==> config.mk <==
export PLATFORM = sky130hd
export DESIGN_NAME = cio_core
export DESIGN_NICKNAME = d
export VERILOG_FILES = /design/src/core/cio_pkg.sv /design/src/core/cio_core.sv
export SDC_FILE = /design/constraint.sdc
export NUM_CORES = 2
export LEC_CHECK = 0
export BUFFER_PORTS_ARGS = -buffer_cell sky130_fd_sc_hd__buf_2
export CAP_MARGIN = 20
export CORE_AREA = 2 2 231 210
export DETAILED_ROUTE_END_ITERATION = 8
export DIE_AREA = 0 0 233 212
export PLACE_DENSITY = 0.78
export RECOVER_POWER = 100
export SLEW_MARGIN = 15
export SYNTH_ARGS = -nofsm -noshare
export SYNTH_HDL_FRONTEND = slang
export SYNTH_SLANG_ARGS = --single-unit
==> constraint.sdc <==
create_clock -name clock_i -period 21.1 [get_ports clock_i]
set_input_delay 2.11 -clock clock_i [delete_from_list [all_inputs] [get_ports clock_i]]
set_output_delay 2.11 -clock clock_i [all_outputs]
set_load 0.05 [all_outputs]
==> src/core/cio_pkg.sv <==
package cio_pkg;
  // clock and timing
  localparam int CLK_PERIOD_NS  = 40;
  localparam int IN_PERIOD2_US  = 30_000;
  localparam int IN_PERIOD4_US  = 45_000;
  localparam int OUT_SLOT_US    = 2_500;
  localparam int IN_PERIOD2_CYC = IN_PERIOD2_US * 1000 / CLK_PERIOD_NS;
  localparam int IN_PERIOD4_CYC = IN_PERIOD4_US * 1000 / CLK_PERIOD_NS;
  localparam int OUT_SLOT_CYC   = OUT_SLOT_US * 1000 / CLK_PERIOD_NS;
  localparam int NUM_IN_DEF     = 4;
  localparam int NUM_OUT        = 2;
  // register byte offsets
  localparam logic [7:0] ADDR_STATUS = 8'h00;
  localparam logic [7:0] ADDR_CFG    = 8'h04;
  localparam logic [7:0] ADDR_IN0    = 8'h10;
  localparam logic [7:0] ADDR_OUT0   = 8'h20;
  // health byte bit positions
  localparam int HF_SELFTEST = 0;
  localparam int HF_SUPPLY   = 1;
  localparam int HF_IN_NV    = 2;
  localparam int HF_OUT_NV   = 3;
  // converter codes, 16-bit full scale equals 20 mA
  localparam logic [15:0] CODE_ZERO4    = 16'h3333;
  localparam logic [15:0] CODE_OPEN_THR = 16'h3000;
  localparam logic [15:0] SCALE_4_5     = 16'hCCCD;
  localparam logic [1:0]  RESP_OKAY     = 2'h0;
  localparam logic [1:0]  RESP_SLVERR   = 2'h2;
  // configuration word, wide in bit 0
  typedef struct packed {
    logic [1:0] out_en;
    logic [1:0] out_rng;
    logic [3:0] in_rng;
    logic       wide;
  } cio_cfg_t;
  localparam cio_cfg_t CFG_RESET = 9'h1FE;
  // 24-bit status space
  typedef struct packed {
    logic [7:0] spare;
    logic [7:0] open;
    logic [7:0] health;
  } cio_status_t;
  typedef enum logic [1:0] {
    SW_IDLE  = 2'b00,
    SW_START = 2'b01,
    SW_WAIT  = 2'b10
  } cio_sweep_t;
endpackage

==> src/core/cio_core.sv <==
// The AXI4-Lite register port and the address map were left to the implementer.
`timescale 1ns/1ps
`default_nettype none
module cio_core import cio_pkg::*; #(
  parameter int NUM_IN        = NUM_IN_DEF,
  parameter int IN_PERIOD_CYC = (NUM_IN == 4) ? IN_PERIOD4_CYC : IN_PERIOD2_CYC,
  parameter int SLOT_CYC      = OUT_SLOT_CYC
) (
  input  wire logic                         clock_i,
  input  wire logic                         rst_n_i,
  input  wire logic                         s_axi_awvalid_i,
  output logic                              s_axi_awready_o,
  input  wire logic [7:0]                   s_axi_awaddr_i,
  input  wire logic                         s_axi_wvalid_i,
  output logic                              s_axi_wready_o,
  input  wire logic [31:0]                  s_axi_wdata_i,
  input  wire logic [3:0]                   s_axi_wstrb_i,
  output logic                              s_axi_bvalid_o,
  input  wire logic                         s_axi_bready_i,
  output logic [1:0]                        s_axi_bresp_o,
  input  wire logic                         s_axi_arvalid_i,
  output logic                              s_axi_arready_o,
  input  wire logic [7:0]                   s_axi_araddr_i,
  output logic                              s_axi_rvalid_o,
  input  wire logic                         s_axi_rready_i,
  output logic [31:0]                       s_axi_rdata_o,
  output logic [1:0]                        s_axi_rresp_o,
  output logic                              adc_start_o,
  output logic [1:0]                        adc_chan_o,
  input  wire logic                         adc_valid_i,
  input  wire logic [15:0]                  adc_data_i,
  input  wire logic                         supply_ok_i,
  input  wire logic                         self_test_fail_i,
  output logic [NUM_OUT-1:0]                dac_load_o,
  output logic [NUM_OUT-1:0][15:0]          dac_code_o
);
  logic                     awready_reg, wready_reg, bvalid_reg, arready_reg, rvalid_reg;
  logic                     aw_held_reg, w_held_reg;
  logic [7:0]               aw_addr_reg;
  logic [31:0]              w_data_reg, rdata_reg;
  logic [3:0]               w_strb_reg;
  logic [1:0]               bresp_reg, rresp_reg;
  cio_cfg_t                 cfg_reg;
  logic                     cfg_done_reg, in_valid_reg, out_valid_reg, sweep_done_reg;
  logic [NUM_OUT-1:0][15:0] out_cnt_reg, dac_code_reg;
  logic [NUM_OUT-1:0]       dac_load_reg, served_reg;
  logic [3:0][15:0]         raw_reg, in_cnt_reg;
  logic [3:0]               open_reg;
  logic [7:0]               health_reg;
  cio_sweep_t               sweep_reg;
  logic [1:0]               ch_reg;
  logic                     adc_start_reg, out_ch_reg, fault_w, do_write_w, wr_ok_w;
  logic [20:0]              per_cnt_reg, slot_cnt_reg;
  cio_status_t              status_w;

  assign s_axi_awready_o = awready_reg;
  assign s_axi_wready_o  = wready_reg;
  assign s_axi_bvalid_o  = bvalid_reg;
  assign s_axi_bresp_o   = bresp_reg;
  assign s_axi_arready_o = arready_reg;
  assign s_axi_rvalid_o  = rvalid_reg;
  assign s_axi_rdata_o   = rdata_reg;
  assign s_axi_rresp_o   = rresp_reg;
  assign adc_start_o     = adc_start_reg;
  assign adc_chan_o      = ch_reg;
  assign dac_load_o      = dac_load_reg;
  assign dac_code_o      = dac_code_reg;

  ////////////////////////////////////////////////////////////////////////////
  // status word: spare byte hard zero, unused high bits zero
  assign status_w = {8'h00, 4'h0, open_reg, health_reg};
  // outputs stay at zero point until configured and inputs are trusted
  assign fault_w = self_test_fail_i | ~supply_ok_i | ~cfg_done_reg | ~in_valid_reg;

  // health flags follow their causes every clock, no latching
  always_ff @(posedge clock_i) begin
    if (!rst_n_i) begin
      health_reg <= 8'h0C;
    end else begin
      health_reg <= 8'h00;
      health_reg[HF_SELFTEST] <= self_test_fail_i;
      health_reg[HF_SUPPLY]   <= ~supply_ok_i;
      health_reg[HF_IN_NV]    <= ~in_valid_reg | ~supply_ok_i;
      health_reg[HF_OUT_NV]   <= fault_w | ~out_valid_reg;
    end
  end

  ////////////////////////////////////////////////////////////////////////////
  // axi4-lite write: address and data captured in either order
  assign do_write_w = aw_held_reg & w_held_reg & ~bvalid_reg;
  assign wr_ok_w    = (aw_addr_reg == ADDR_CFG) || (aw_addr_reg == ADDR_OUT0) ||
                      (aw_addr_reg == ADDR_OUT0 + 8'h04);
  always_ff @(posedge clock_i) begin
    if (!rst_n_i) begin
      awready_reg <= 1'b0;
      wready_reg  <= 1'b0;
      aw_held_reg <= 1'b0;
      w_held_reg  <= 1'b0;
      aw_addr_reg <= 8'h00;
      w_data_reg  <= 32'h0000_0000;
      w_strb_reg  <= 4'h0;
      bvalid_reg  <= 1'b0;
      bresp_reg   <= RESP_OKAY;
    end else begin
      if (s_axi_awvalid_i && awready_reg) begin
        aw_held_reg <= 1'b1;
        aw_addr_reg <= s_axi_awaddr_i;
        awready_reg <= 1'b0;
      end else if (!aw_held_reg && !bvalid_reg) begin
        awready_reg <= 1'b1;
      end
      if (s_axi_wvalid_i && wready_reg) begin
        w_held_reg <= 1'b1;
        w_data_reg <= s_axi_wdata_i;
        w_strb_reg <= s_axi_wstrb_i;
        wready_reg <= 1'b0;
      end else if (!w_held_reg && !bvalid_reg) begin
        wready_reg <= 1'b1;
      end
      if (do_write_w) begin
        aw_held_reg <= 1'b0;
        w_held_reg  <= 1'b0;
        bvalid_reg  <= 1'b1;
        bresp_reg   <= wr_ok_w ? RESP_OKAY : RESP_SLVERR;
      end else if (bvalid_reg && s_axi_bready_i) begin
        bvalid_reg <= 1'b0;
      end
    end
  end

  // config and output counts; any config write counts as configuration
  always_ff @(posedge clock_i) begin
    if (!rst_n_i) begin
      cfg_reg      <= CFG_RESET;
      cfg_done_reg <= 1'b0;
      out_cnt_reg  <= '0;
    end else if (do_write_w) begin
      if (aw_addr_reg == ADDR_CFG) begin
        cfg_done_reg <= 1'b1;
        if (w_strb_reg[0]) cfg_reg[7:0] <= w_data_reg[7:0];
        if (w_strb_reg[1]) cfg_reg[8] <= w_data_reg[8];
      end
      for (int j = 0; j < NUM_OUT; j++) begin
        if (aw_addr_reg == ADDR_OUT0 + 8'(4 * j)) begin
          if (w_strb_reg[0]) out_cnt_reg[j][7:0]  <= w_data_reg[7:0];
          if (w_strb_reg[1]) out_cnt_reg[j][15:8] <= w_data_reg[15:8];
        end
      end
    end
  end

  ////////////////////////////////////////////////////////////////////////////
  // axi4-lite read, one cycle to rvalid; unmapped reads give zero and slverr
  always_ff @(posedge clock_i) begin
    if (!rst_n_i) begin
      arready_reg <= 1'b0;
      rvalid_reg  <= 1'b0;
      rdata_reg   <= 32'h0000_0000;
      rresp_reg   <= RESP_OKAY;
    end else if (s_axi_arvalid_i && arready_reg) begin
      arready_reg <= 1'b0;
      rvalid_reg  <= 1'b1;
      rdata_reg   <= 32'h0000_0000;
      rresp_reg   <= RESP_SLVERR;
      if (s_axi_araddr_i == ADDR_STATUS) begin
        rdata_reg <= {8'h00, status_w};
        rresp_reg <= RESP_OKAY;
      end
      if (s_axi_araddr_i == ADDR_CFG) begin
        rdata_reg <= {23'h0, cfg_reg};
        rresp_reg <= RESP_OKAY;
      end
      for (int i = 0; i < 4; i++) begin
        if (s_axi_araddr_i == ADDR_IN0 + 8'(4 * i) && i < NUM_IN) begin
          rdata_reg <= {16'h0000, in_cnt_reg[i]};
          rresp_reg <= RESP_OKAY;
        end
      end
      for (int j = 0; j < NUM_OUT; j++) begin
        if (s_axi_araddr_i == ADDR_OUT0 + 8'(4 * j)) begin
          rdata_reg <= {16'h0000, out_cnt_reg[j]};
          rresp_reg <= RESP_OKAY;
        end
      end
    end else begin
      if (rvalid_reg && s_axi_rready_i) rvalid_reg <= 1'b0;
      if (!rvalid_reg) arready_reg <= 1'b1;
    end
  end

  ////////////////////////////////////////////////////////////////////////////
  // input sweep: one converter request per channel each refresh period;
  // a tick while a sweep is still running is dropped
  always_ff @(posedge clock_i) begin
    if (!rst_n_i) begin
      per_cnt_reg    <= '0;
      sweep_reg      <= SW_IDLE;
      ch_reg         <= 2'h0;
      adc_start_reg  <= 1'b0;
      sweep_done_reg <= 1'b0;
      in_valid_reg   <= 1'b0;
      raw_reg        <= '0;
    end else begin
      per_cnt_reg    <= (per_cnt_reg == 21'(IN_PERIOD_CYC - 1)) ? '0 : per_cnt_reg + 21'h1;
      adc_start_reg  <= 1'b0;
      sweep_done_reg <= 1'b0;
      if (sweep_done_reg && cfg_done_reg) in_valid_reg <= 1'b1;
      if (~supply_ok_i) in_valid_reg <= 1'b0;
      case (sweep_reg)
        SW_IDLE: begin
          if (per_cnt_reg == 21'(IN_PERIOD_CYC - 1)) begin
            ch_reg    <= 2'h0;
            sweep_reg <= SW_START;
          end
        end
        SW_START: begin
          adc_start_reg <= 1'b1;
          sweep_reg     <= SW_WAIT;
        end
        SW_WAIT: begin
          if (adc_valid_i) begin
            raw_reg[ch_reg] <= adc_data_i;
            if (ch_reg == 2'(NUM_IN - 1)) begin
              sweep_done_reg <= 1'b1;
              sweep_reg      <= SW_IDLE;
            end else begin
              ch_reg    <= ch_reg + 2'h1;
              sweep_reg <= SW_START;
            end
          end
        end
        default: sweep_reg <= SW_IDLE;
      endcase
    end
  end

  // per-input scaling and open-loop detect; absent channels read zero
  for (genvar i = 0; i < 4; i++) begin : g_in
    logic [15:0] d_w;
    logic [16:0] s_w;
    logic [15:0] c_w;
    assign d_w = (raw_reg[i] > CODE_ZERO4) ? raw_reg[i] - CODE_ZERO4 : 16'h0000;
    assign s_w = {1'b0, d_w} + {3'b000, d_w[15:2]};
    // 4-20 mA stretches the live span, saturating above 20 mA
    assign c_w = !cfg_reg.in_rng[i] ? raw_reg[i] : (s_w[16] ? 16'hFFFF : s_w[15:0]);
    always_ff @(posedge clock_i) begin
      if (!rst_n_i || i >= NUM_IN) begin
        in_cnt_reg[i] <= 16'h0000;
        open_reg[i]   <= 1'b0;
      end else begin
        in_cnt_reg[i] <= cfg_reg.wide ? c_w : {1'b0, c_w[15:1]};
        open_reg[i]   <= in_valid_reg && cfg_reg.in_rng[i] &&
                         raw_reg[i] < CODE_OPEN_THR;
      end
    end
  end

  ////////////////////////////////////////////////////////////////////////////
  // output slots: each slot feeds the next enabled channel, so the full
  // cycle grows with the number of enabled outputs
  always_ff @(posedge clock_i) begin
    if (!rst_n_i) begin
      slot_cnt_reg  <= '0;
      out_ch_reg    <= 1'b1;
      dac_load_reg  <= '0;
      served_reg    <= '0;
      out_valid_reg <= 1'b0;
    end else begin
      dac_load_reg <= '0;
      slot_cnt_reg <= (slot_cnt_reg == 21'(SLOT_CYC - 1)) ? '0 : slot_cnt_reg + 21'h1;
      if (fault_w) begin
        served_reg    <= '0;
        out_valid_reg <= 1'b0;
      end else begin
        if (slot_cnt_reg == 21'(SLOT_CYC - 1)) begin
          if (cfg_reg.out_en[~out_ch_reg]) begin
            out_ch_reg                <= ~out_ch_reg;
            dac_load_reg[~out_ch_reg] <= 1'b1;
            served_reg[~out_ch_reg]   <= 1'b1;
          end else if (cfg_reg.out_en[out_ch_reg]) begin
            dac_load_reg[out_ch_reg] <= 1'b1;
            served_reg[out_ch_reg]   <= 1'b1;
          end
        end
        if (cfg_reg.out_en != 2'h0 && (served_reg & cfg_reg.out_en) == cfg_reg.out_en)
          out_valid_reg <= 1'b1;
      end
    end
  end

  // converter codes: fault or disabled channels sit at their zero point
  for (genvar j = 0; j < NUM_OUT; j++) begin : g_out
    logic [15:0] c16_w;
    logic [31:0] p_w;
    logic [15:0] zero_w;
    assign c16_w  = cfg_reg.wide ? out_cnt_reg[j] : {out_cnt_reg[j][14:0], 1'b0};
    assign p_w    = c16_w * SCALE_4_5;
    assign zero_w = cfg_reg.out_rng[j] ? CODE_ZERO4 : 16'h0000;
    always_ff @(posedge clock_i) begin
      if (!rst_n_i) begin
        dac_code_reg[j] <= CODE_ZERO4;
      end else if (fault_w || !cfg_reg.out_en[j]) begin
        dac_code_reg[j] <= zero_w;
      end else if (dac_load_reg[j]) begin
        dac_code_reg[j] <= cfg_reg.out_rng[j] ? CODE_ZERO4 + p_w[31:16] : c16_w;
      end
    end
  end

  ////////////////////////////////////////////////////////////////////////////
  // checks; gap counter is only read here
  logic [20:0] gap_reg;
  logic        gap_ok_reg;
  always_ff @(posedge clock_i) begin
    if (!rst_n_i || dac_load_reg != '0) gap_reg <= 21'h1;
    else gap_reg <= gap_reg + 21'h1;
  end
  // a fault or an empty enable mask breaks the slot chain, so that gap is not judged
  always_ff @(posedge clock_i) begin
    if (!rst_n_i || fault_w || cfg_reg.out_en == 2'h0) gap_ok_reg <= 1'b0;
    else if (dac_load_reg != '0) gap_ok_reg <= 1'b1;
  end

  chk_status_spare: assert property (@(posedge clock_i) disable iff (!rst_n_i)
    (s_axi_arvalid_i && arready_reg && s_axi_araddr_i == ADDR_STATUS)
    |=> rdata_reg[31:16] == 16'h0000 && rdata_reg[15:12] == 4'h0 && rdata_reg[7:4] == 4'h0)
    else $error("status spare bits not zero");
  chk_supply_flag: assert property (@(posedge clock_i) disable iff (!rst_n_i)
    (s_axi_arvalid_i && arready_reg && s_axi_araddr_i == ADDR_STATUS) ##1 rst_n_i
    |-> rdata_reg[HF_SUPPLY] == $past(~supply_ok_i, 2))
    else $error("supply flag wrong in status read");
  chk_open_cause: assert property (@(posedge clock_i) disable iff (!rst_n_i)
    open_reg[2] |-> $past(cfg_reg.in_rng[2] && raw_reg[2] < CODE_OPEN_THR))
    else $error("open flag without 4-20 range and low current");
  chk_narrow_cnt: assert property (@(posedge clock_i) disable iff (!rst_n_i)
    !$past(cfg_reg.wide) |-> in_cnt_reg[1][15] == 1'b0)
    else $error("15-bit count exceeds 32767");
  chk_wide_raw: assert property (@(posedge clock_i) disable iff (!rst_n_i)
    NUM_IN > 2 && $past(cfg_reg.wide && !cfg_reg.in_rng[2]) |-> in_cnt_reg[2] == $past(raw_reg[2]))
    else $error("16-bit 0-20 count not raw");
  chk_cfg_default: assert property (@(posedge clock_i)
    $rose(rst_n_i) |-> cfg_reg == CFG_RESET && !cfg_done_reg)
    else $error("config not at default after reset");
  chk_fault_zero: assert property (@(posedge clock_i) disable iff (!rst_n_i)
    (fault_w && $stable(cfg_reg)) |=> dac_code_reg[0] ==
    ($past(cfg_reg.out_rng[0]) ? CODE_ZERO4 : 16'h0000))
    else $error("fault output not at zero point");
  chk_slot_gap: assert property (@(posedge clock_i) disable iff (!rst_n_i)
    (dac_load_reg != '0 && gap_ok_reg) |-> gap_reg == 21'(SLOT_CYC))
    else $error("output slot spacing wrong");
  chk_period_wrap: assert property (@(posedge clock_i) disable iff (!rst_n_i)
    per_cnt_reg == 21'(IN_PERIOD_CYC - 1) |=> per_cnt_reg == '0 ##1 per_cnt_reg == 21'h1)
    else $error("input period counter wrong");
  chk_chan_range: assert property (@(posedge clock_i) disable iff (!rst_n_i)
    adc_start_reg |-> ch_reg <= 2'(NUM_IN - 1))
    else $error("converter channel beyond variant");
  chk_nv_reset: assert property (@(posedge clock_i) disable iff (!rst_n_i)
    !$past(in_valid_reg) |-> health_reg[HF_IN_NV] && health_reg[HF_OUT_NV])
    else $error("not-valid flag clear before first cycle");
  chk_flag_live: assert property (@(posedge clock_i) disable iff (!rst_n_i)
    $fell(self_test_fail_i) ##1 rst_n_i |-> !health_reg[HF_SELFTEST])
    else $error("self-test flag did not clear");

  cov_write: cover property (@(posedge clock_i) do_write_w && aw_addr_reg == ADDR_CFG);
  cov_sweep: cover property (@(posedge clock_i) sweep_done_reg && cfg_done_reg);
  cov_load1: cover property (@(posedge clock_i) dac_load_reg[1] && !fault_w);
  cov_open:  cover property (@(posedge clock_i) $rose(open_reg[2]));
endmodule
`default_nettype wire

==> summary.txt <==
CTS
  • CTS tree: done
  • Post-CTS Setup Inserts: 0
  • Root Buffer: clkbuf_16
  • Worst-Skew Late Latency: 590 ps
  • H-tree depth: 2
  • Num CTS Buffers: 38
  • Post-CTS sizing: 0
  • Clock tree sinks: roughly 320
  • Post-CTS Hold Fix Bufs: 0
  • Max Root-Sink Buffers: 3
  • Clock transition at path regs: about 60 ps

Synthesis
  • Cell with the most instances after synthesis: inv_1
  • Sequential area share after synthesis: 22.60%
  • Post-Synthesis Cells: 3438
  • Main flop type after synthesis: dfxtp_1
  • Most instantiated cells after synthesis: inv_1 (394), nand2_1 (381), nor2_1 (331)
  • Share of flip-flops with an asynchronous set or reset: 0%
  • Cell Area, Synth: 0.02799 sq mm
  • Distinct cell type count after synthesis: 90
  • Yosys warns: 0
  • Synth top area cells: dfxtp_1 (23%), ha_1 (15%), fa_1 (11%), inv_1 (5.3%), nand2_1 (5.1%)
  • Number of synthesized flops with an enable pin: 0
  • Share of the synthesized area in the top cell type: 22.60%
  • Yosys top cell by area: dfxtp_1
  • Seq cells post-synth: between 300 and 400
  • Syn Area/Cell: approximately 8 sq um

GRT
  • Vias in the first global route: 23040
  • Initial antenna violation count: 3
  • Largest net degree at the start of global routing: 65
  • First-pass GRT wire length: ~120 mm
  • GRT Residual Overflow: 0
  • Total GRT Usage: 31.02%

Drt
  • Final WL: 76.71 mm
  • Vias: about 24000
  • Routed vias/inst: 5.907
  • Wire per inst: 18.52 um
  • Final ANT Viol Nets: 0
  • Drt first pass iters: 6
  • Initial DRC Count: 2115
  • Remaining DRCs: 0

Timing
  • Slew Viols, Final: around 270
  • Final setup fails: 0
  • Final hold vios: 0
  • Worst rel slew slack: -92.16%
  • Fmax: between 0.09 and 0.1 GHz
  • Setup_tns: 0 ps
  • Minimum clock period: between 10000 and 15000 ps
  • RSZ-0062 raised after global routing: false
  • Worst-Margin Slew: 2882 ps
  • Clock skew: 23.93 ps
  • Tcrit/Tclk final: between 40% and 50%

Worst setup path
  • Crit path capture type: register
  • Cell family with most CP delay: adder cells
  • Arr. time, crit path: 10780 ps
  • CP dominant cell by count: fa_1
  • Worst Setup Start Kind: register
  • Buf+Inv Stages, Crit Path: 4
  • CP peak stage delay: 2070 ps
  • Required @ worst endpoint: ~22000 ps
  • Slowest CP cell: clkbuf_1
  • Worst Path Max Fanout: 52
  • Critical path class: reg -> reg

Die
  • Die area: 0.04940 sq mm
  • Die X-Extent: 233 um
  • Initial Util: 59.23%
  • Chip Height: 212 um
  • I/O Pins: 156
  • Core Box Area: 0.04726 sq mm
  • Row count: 76

Finish
  • Layout cells sized above 1: 5.999%
  • Layout Nets: 4053
  • P&R area growth vs syn: 7.362%
  • Fin util: 63.59%

Pwr
  • Worst VDD drop: 0.06324 mV
  • Leakage Power: 14.15 nW
  • PD cells: 44.72 mW/mm^2

Place
  • I/O Buffers: 119
  • Final GP Congestion: 0.9966
  • Post-DP HPWL: 59.87 mm

Outcome
  • Status: complete, but fails checks
  • Failing checks: max-capacitance violations, max-slew violations

Worst hold path
  • Worst hold path type: reg -> reg

Run
  • Max cap viols: 5
==> final cells by class <==
class                           count  area [sq um]
Antenna cell                        2         5.005
Clock buffer                       48          1049
Clock inverter                     20         244.0
Fill cell                        4165         17210
Inverter                          395          1484
Multi-Input combinational cell   2602         19540
Sequential cell                   316          6326
Tap cell                          624         780.7
Timing Repair Buffer              136         628.1
==> power by group <==
group / leakage, nW / switching (W) / total, W / internal [W]
sequential: 2.55 / 0.00000636 / 0.000608 / 0.000602
combinational: 11.0 / 0.0000404 / 0.0000520 / 0.0000117
clock: 0.641 / 0.000287 / 0.000684 / 0.000397
total: 14.1 / 0.000334 / 0.00134 / 0.00101
==> through the flow <==
step	std cells	cell area [sq um]	setup slack, ps	power [W]	hold WS, ps
finish	4143	30050	10770	0.001344	404.6
global route	4143	30050	10170	0.001377	428.4
CTS	4140	30230	13010	0.001350	404.3
detailed placement	4072	28940	13020	0.0006726	384.3
global placement	4072	28940	13180	0.0006721	387.5
floorplan	3455	28060	13770	0.0006542	368.3
==> cells by family (layout without fill, tap and decap cells) <==
family	Yosys count	after routing	share of synthesized area, %
other cells	1	20	0.01340
simple gates	1085	1085	17.66
mux	111	111	4.170
flops	316	316	22.60
fa+ha+maj	486	486	26.01
xor+xnor	172	172	5.382
compound gates	730	730	16.67
buf+inv	537	599	7.492
==> worst reg2reg max path: stages, from the launching register on <==
cell and delay, ps:
dfxtp_1 790, clkbuf_1 2070, mux2i_1 540, inv_1 400, ha_1 350, xor2_1 170
ha_1 200, a31o_2 230, fa_1 510, fa_1 440, fa_1 540, inv_1 50
fa_1 490, inv_1 70, ha_1 460, nand2_1 150, o21ai_0 410, nor2_1 90
and3_1 190, a2111oi_0 680, nand2_2 100, o32ai_1 320, a21oi_1 320, o31ai_1 370
nand3_1 110, nor3b_2 160
==> cell usage in the layout, fill, tap and decap left out, drive strengths merged, types with 11 or more instances in the layout <==
cell	instances
nor3b	11
or2	14
nor2	332
o22ai	39
o21ai	153
and2	36
mux2i	66
o21a	20
nand2	382
o221ai	26
nand2b	30
inv	401
nand4	15
clkbuf	116
a21o	31
a31oi	18
nand3	67
fa	160
o31ai	12
o32ai	16
ha	326
nor4	17
or3	20
a211oi	29
dfxtp	316
buf	68
conb	18
nor3	56
and3	35
nor2b	43
mux2	45
xor2	90
o211ai	20
xnor2	82
a21oi	261
==> per-layer routing <==
metal  wire [um]  vias up  global-route usage (%)
met2       34430      989                   50.16
met3        6382      198                   5.633
met1       32580    11470                   40.98
met4        3296        2                   12.74
li1            -    11820                       -
met5          13        -                       0
==> path summary, 6_finish.rpt <==
kind              slack [ps]              to     startpoint  cells past startpoint
hold / removal           400   health_reg[3]  out_valid_reg                      1
setup reg to reg       10770  dac_code_o[15]     cfg_reg[0]                     25
setup / recovery       10770  dac_code_o[15]     cfg_reg[0]                     25
hold reg to reg          400   health_reg[3]  out_valid_reg                      1
No activity file was read; power rests on OpenSTA's default activity.
